File: src/logic/tag_jump_pkg.sv
/*
  Constants for the accumulator, tag, buffer-address and conditional jump
  execution block. Assumes a 12-bit core address and an 8-bit word.
*/
package tag_jump_pkg;
  localparam int unsigned ACC_W       = 8;
  localparam int unsigned TAG_W       = 4;
  localparam int unsigned ADDR_W      = 12;
  localparam int unsigned BUF_W       = 10;
  localparam int unsigned TAG_SEL_MSB = 7;
  localparam int unsigned TAG_SEL_LSB = 6;
  localparam int unsigned OP_MSB      = 5;
  localparam int unsigned BUF_TAG     = 3;
  localparam int unsigned SIGN_BIT    = 7;
  localparam logic [7:0]  ACC_RST     = 8'h00;
  localparam logic [3:0]  TAG_RST     = 4'h0;
  localparam logic [9:0]  BUF_RST     = 10'h000;
  localparam logic [11:0] PC_RST      = 12'h000;

  typedef enum logic [5:0] {
    OP_ACC_TO_TAG   = 6'h00,
    OP_BUF_ENTRANCE = 6'h04,
    OP_BUF_EXIT     = 6'h05,
    OP_JUMP_ZERO    = 6'h10,
    OP_JUMP_NONZERO = 6'h11,
    OP_JUMP_POS     = 6'h12,
    OP_JUMP_NEG     = 6'h13,
    OP_SHIFT        = 6'h0f,
    OP_ADD_IMM      = 6'h30
  } opcode_t;
endpackage : tag_jump_pkg

File: src/logic/tag_jump_exec.sv
/*
  Executes one instruction per exec_i pulse: tag load, buffer address loads,
  conditional jumps, end-around shift and add immediate.
  Assumes fetch logic presents both instruction words and samples next_pc_o.
*/
`timescale 1ns/1ps
module tag_jump_exec (
  input  wire logic        clk_i,
  input  wire logic        nrst_i,
  input  wire logic        exec_i,
  input  wire logic [7:0]  word1_i,
  input  wire logic [7:0]  word2_i,
  input  wire logic [11:0] pc_i,
  input  wire logic        buffer_busy_i,
  output logic [7:0]       acc_o,
  output logic [15:0]      tags_o,
  output logic [9:0]       buffer_entrance_address_o,
  output logic [9:0]       buffer_exit_address_o,
  output logic [11:0]      buffer_start_address_o,
  output logic [11:0]      next_pc_o,
  output logic             done_o
);
  logic [7:0]  acc_r;
  logic [7:0]  acc_nxt;
  logic [3:0]  tag_r [4];
  logic [9:0]  ber_r;
  logic [9:0]  bxr_r;
  logic [11:0] npc_r;
  logic [11:0] npc_nxt;
  logic        done_r;
  logic [9:0]  bxr_src;

  // Busy is a pin from the buffer channel: three stages, change needs agreement
  logic [2:0]  busy_sync_r;
  logic        busy_r;

  wire [5:0]  op       = word1_i[tag_jump_pkg::OP_MSB:0];
  wire [1:0]  tag_sel  = word1_i[tag_jump_pkg::TAG_SEL_MSB:tag_jump_pkg::TAG_SEL_LSB];
  wire [3:0]  tag_val  = (tag_sel == 2'h0) ? tag_jump_pkg::TAG_RST : tag_r[tag_sel];
  wire [11:0] jump_adr = {tag_val, word2_i};
  wire [11:0] pc_p1    = pc_i + 12'h001;
  wire [11:0] pc_p2    = pc_i + 12'h002;
  wire        acc_zero = (acc_r == 8'h00);
  wire        acc_neg  = acc_r[tag_jump_pkg::SIGN_BIT];
  wire [8:0]  raw_sum  = {1'b0, acc_r} + {1'b0, word2_i};
  wire [7:0]  oc_sum   = raw_sum[7:0] + {7'h00, raw_sum[8]};
  wire [9:0]  buf_src  = {tag_r[tag_jump_pkg::BUF_TAG][1:0], acc_r};
  wire        buf_jump = busy_r ? 1'b1 : 1'b0;

  // Both buffer loads share one branch, so a single decode serves every check of it
  function automatic logic is_buf_load(input logic [5:0] code);
    is_buf_load = (code == tag_jump_pkg::OP_BUF_ENTRANCE) || (code == tag_jump_pkg::OP_BUF_EXIT);
  endfunction : is_buf_load

  always_comb begin
    acc_nxt = acc_r;
    npc_nxt = pc_p1;
    unique case (op)
      tag_jump_pkg::OP_BUF_ENTRANCE,
      tag_jump_pkg::OP_BUF_EXIT:     npc_nxt = buf_jump ? jump_adr : pc_p2;
      tag_jump_pkg::OP_JUMP_ZERO:    npc_nxt = acc_zero ? jump_adr : pc_p2;
      tag_jump_pkg::OP_JUMP_NONZERO: npc_nxt = !acc_zero ? jump_adr : pc_p2;
      tag_jump_pkg::OP_JUMP_POS:     npc_nxt = !acc_neg ? jump_adr : pc_p2;
      tag_jump_pkg::OP_JUMP_NEG:     npc_nxt = acc_neg ? jump_adr : pc_p2;
      tag_jump_pkg::OP_SHIFT:        acc_nxt = {acc_r[6:0], acc_r[7]};
      tag_jump_pkg::OP_ADD_IMM: begin
        acc_nxt = oc_sum;
        npc_nxt = pc_p2;
      end
      default:                       npc_nxt = pc_p1;
    endcase
  end

  always_ff @(posedge clk_i or negedge nrst_i) begin
    if (!nrst_i) begin
      busy_sync_r <= 3'h0;
      busy_r      <= 1'b0;
    end else begin
      busy_sync_r <= {busy_sync_r[1:0], buffer_busy_i};
      if (busy_sync_r[1] == busy_sync_r[2]) begin
        busy_r <= busy_sync_r[2];
      end
    end
  end

  always_ff @(posedge clk_i or negedge nrst_i) begin
    if (!nrst_i) begin
      acc_r  <= tag_jump_pkg::ACC_RST;
      ber_r  <= tag_jump_pkg::BUF_RST;
      bxr_r  <= tag_jump_pkg::BUF_RST;
      npc_r  <= tag_jump_pkg::PC_RST;
      done_r <= 1'b0;
      for (int i = 0; i < 4; i++) begin
        tag_r[i] <= tag_jump_pkg::TAG_RST;
      end
    end else begin
      done_r <= exec_i;
      if (exec_i) begin
        acc_r <= acc_nxt;
        npc_r <= npc_nxt;
        if (op == tag_jump_pkg::OP_ACC_TO_TAG) begin
          tag_r[tag_sel] <= acc_r[3:0];
        end
        if (op == tag_jump_pkg::OP_BUF_ENTRANCE) begin
          ber_r <= buf_src;
        end
        if (op == tag_jump_pkg::OP_BUF_EXIT) begin
          bxr_r <= buf_src;
        end
      end
    end
  end

  // Only the entrance register forms the start address; the exit one leaves as loaded
  assign bxr_src = bxr_r;
  assign buffer_start_address_o    = {tag_r[tag_jump_pkg::BUF_TAG][3:2], ber_r};
  assign acc_o                     = acc_r;
  assign tags_o                    = {tag_r[3], tag_r[2], tag_r[1], tag_r[0]};
  assign buffer_entrance_address_o = ber_r;
  assign buffer_exit_address_o     = bxr_src;
  assign next_pc_o                 = npc_r;
  assign done_o                    = done_r;
endmodule : tag_jump_exec

File: config.mk
export PLATFORM = sky130hd
export DESIGN_NAME = tag_jump_exec
export DESIGN_NICKNAME = d
export VERILOG_FILES = /design/src/logic/tag_jump_pkg.sv /design/src/logic/tag_jump_exec.sv
export SDC_FILE = /design/constraint.sdc
export NUM_CORES = 1
export LEC_CHECK = 0
export BUFFER_PORTS_ARGS = -buffer_cell sky130_fd_sc_hd__buf_2
export CORE_MARGIN = 2
export CORE_UTILIZATION = 53
export CTS_CLUSTER_SIZE = 12
export DETAILED_ROUTE_END_ITERATION = 8
export GPL_TIMING_DRIVEN = 0
export PLACE_DENSITY_LB_ADDON = 0.08
export SYNTH_ARGS = -nofsm -noshare
export SYNTH_HDL_FRONTEND = slang
export SYNTH_SLANG_ARGS = --single-unit
File: constraint.sdc
create_clock -name clk_i -period 3.45 [get_ports clk_i]
set_input_delay 0.69 -clock clk_i [delete_from_list [all_inputs] [get_ports clk_i]]
set_output_delay 0.69 -clock clk_i [all_outputs]
set_load 0.01 [all_outputs]
==> qor.csv <==
metric,value,unit
clock sink total,61,
Post-synth ARST share,100,%
mean post-synth cell area,10.1,sq um
Chip Height,89.0,um
RSZ-0062 raised after global routing,no,
synth cell count leaders,"dfrtp_1, mux2_2, nor2_1",
Slew @ Worst Pin,0.778,ns
row count,30,
Max transition margin,48.2,%
Synth Flop Type,dfrtp_1,
antenna-violating nets left,0,
Crit. End Element,register,
gpl congestion,0.924,
min-delay worst type,reg -> reg,
Seq cells post-synth,61,
Achievable Freq,325,MHz
post_cts resized,0,
placed instance area,4440,sq um
hpwl dp,7280,um
metal3 WL,835,um
register area share after synthesis,39.9,%
TritonRoute pass-1 iters,5,
Power Dens Cells,395,nW/um^2
Final setup viols,0,
Synth Cell Area,3830,sq um
GRT Residual Overflow,0,
number of global-route vias before repair,3088,
Final Util,67.4,%
"Distinct cells, synth",60,
Hold Startpoint,busy_sync_r[0]$_DFF_PN0_,
final hold vios,0,
Routed WL,9980,um
post-layout minimum cycle time,3.08,ns
Hold Path Cell Cnt,0,
fraction of layout cells with a size suffix above 1,38.7,%
DRC viols,0,
setup TNS,0,ns
DR iter-0 viols,189,
Post-CTS Setup Repair Bufs,0,
most common cell in the synthesized netlist,dfrtp_1,
clock root buffer,clkbuf_8,
Die ar.,7920,sq um
Lkg Pwr,2.37,nW
port bufs,98,
Synth top area share,39.9,%
initial core utilization,55.4,%
YS warnings,0,
dominant cell type by area after synthesis,dfrtp_1,
largest net degree at the start of global routing,62,
IO Pins,101,
Core ar.,6910,sq um
width of the chip,89.0,um
FF-to-FF path depth,11,
"EDFF count, synth",0,
worst clock skew,0.00629,ns
Num CTS Buffers,9,
outcome,finished clean,
first-pass GRT wire length,15700,um
Startpoint Class,input port,
CP Data Required Time,3.67,ns
WS Path Type,in -> reg,
worst hold margin,0.359,ns
Total Nets Final,534,
clk slew on worst S/H paths,0.08,ns
Synth Instances,380,
# hold bufs at CTS,0,
maximum clock path buffer count,2,
crit path DAT,3.30,ns
initial antenna violation count,0,
CTS H-tree lvls,3,
Syn Nets,425,
Final Cycle Share,89.2,%
GR Util All Layers,26.0,%
WL met2,4560,um
DR vias,3379,
Top Metal Used,met4,
area grow syn2layout,21.6,%
max-slew violation count,0,
total chip power,1.84,mW
Worst Path Max Fanout,5,
clk_lat worst skew,0.34,ns
flop2flop setup slack,0.40,ns
"Design Area, Final",4660,sq um
Hold Path Sink,busy_sync_r[1]$_DFF_PN0_,
MaxCap Viol Count,0,
Reg-to-Reg Start,acc_o[4]$_DFFE_PN0P_,
R2R Path End,acc_o[5]$_DFFE_PN0P_,
DR vias/cell,5.73,
DRT met1 WL,4430,um
Synth area leaders,"dfrtp_1, mux2_2, ha_1",
VDD IR max,0.000318,V
Routed WL per cell,16.9,um
# diodes,0,
TritonCTS clock tree,built,
==> report_power, final <==
group	total (mW)	internal [mW]	switching, mW	leakage [nW]
clock network	0.704	0.407	0.297	0.110
logic	0.352	0.148	0.203	1.46
registers	0.785	0.749	0.0363	0.807
==> final cells by class <==
| cell class | count | area [sq um] |
|---|---|---|
| Tap cell | 96 | 120 |
| Multi-Input combinational cell | 285 | 2110 |
| Clock inverter | 6 | 87.6 |
| Inverter | 6 | 22.5 |
| Fill cell | 597 | 2250 |
| Clock buffer | 10 | 128 |
| Buffer | 28 | 174 |
| Timing Repair Buffer | 98 | 493 |
| Sequential cell | 61 | 1530 |
==> layout by cell type, fill, tap and decap left out, types with 3 or more instances in the layout <==
cell | synthesis | layout
buf_2 | 7 | 104
dfrtp_1 | 61 | 61
mux2_2 | 40 | 40
nor2_1 | 34 | 34
nand2_1 | 26 | 26
o21ai_0 | 17 | 17
buf_4 | 14 | 15
nand3_1 | 15 | 15
a21oi_1 | 13 | 13
xnor2_1 | 13 | 13
ha_1 | 12 | 12
clkbuf_8 | 0 | 9
nor3_1 | 8 | 8
xor2_1 | 8 | 8
clkbuf_1 | 6 | 7
inv_1 | 6 | 6
or2_2 | 6 | 6
a31oi_1 | 6 | 6
nor2b_1 | 6 | 6
nand4_1 | 5 | 5
a211oi_1 | 5 | 5
mux2i_1 | 5 | 5
a22o_1 | 4 | 4
a221oi_2 | 4 | 4
o31ai_1 | 4 | 4
o211ai_1 | 3 | 3
a21o_1 | 3 | 3
nor3b_1 | 3 | 3
nor4b_1 | 3 | 3
a221oi_1 | 3 | 3
a2bb2oi_1 | 3 | 3
==> flip-flops by register name, indices dropped and copies added, names as in the netlist <==
name / count
next_pc_o: 12
acc_o: 8
buffer_entrance_address_o: 10
done_o: 1
busy_r: 1
buffer_start_address_o: 2
busy_sync_r: 3
buffer_exit_address_o: 10
tags_o: 14
==> worst max-delay path, cell delays in order <==
cell      delay (ns)
buf_2           0.13
ha_1            0.25
fa_1            0.45
a21oi_1         0.26
o211ai_1        0.17
a21o_1          0.18
a21o_1          0.21
ha_1            0.22
nand3_1         0.16
nor3_1          0.11
o31ai_1         0.11
xor2_1          0.23
o221ai_2        0.11
==> per-stage QoR <==
step                      std cells  worst slack (ns)
after floorplan                 380             0.524
after global placement          574             0.120
after detailed placement        574            0.0733
after CTS                       590             0.425
after global routing            590             0.154
final                           590             0.371
==> per-layer routing <==
layer / track usage, % / up-vias
met5: 0 / -
met4: 7.60 / 0
met3: 6.74 / 14
met2: 40.4 / 143
met1: 36.3 / 1609
li1: - / 1613
==> kinds of logic (layout without fill, tap and decap cells) <==
group	count (synthesis)	count (layout)	share of synthesized area (%)
AND/OR/NAND/NOR	123	123	16.7
flip-flops	61	61	39.9
adder cells (fa/ha/maj)	14	14	4.71
buffers and inverters	34	148	5.13
AO/OA/AOI/OAI	82	82	15.7
XOR/XNOR	21	21	4.80
multiplexers	45	45	13.1
==> worst max path at each step <==
stage                           from                   end  slack [ns]
after floorplan           word2_i[0]  acc_o[6]$_DFFE_PN0P_        0.52
after global routing      word2_i[0]  acc_o[4]$_DFFE_PN0P_        0.15
after CTS                 word2_i[0]  acc_o[5]$_DFFE_PN0P_        0.43
after global placement    word2_i[0]  acc_o[6]$_DFFE_PN0P_        0.12
final                     word2_i[0]  acc_o[6]$_DFFE_PN0P_        0.37
after detailed placement  word2_i[0]  acc_o[5]$_DFFE_PN0P_        0.07
Note: power is estimated with default switching activity, not from simulation.
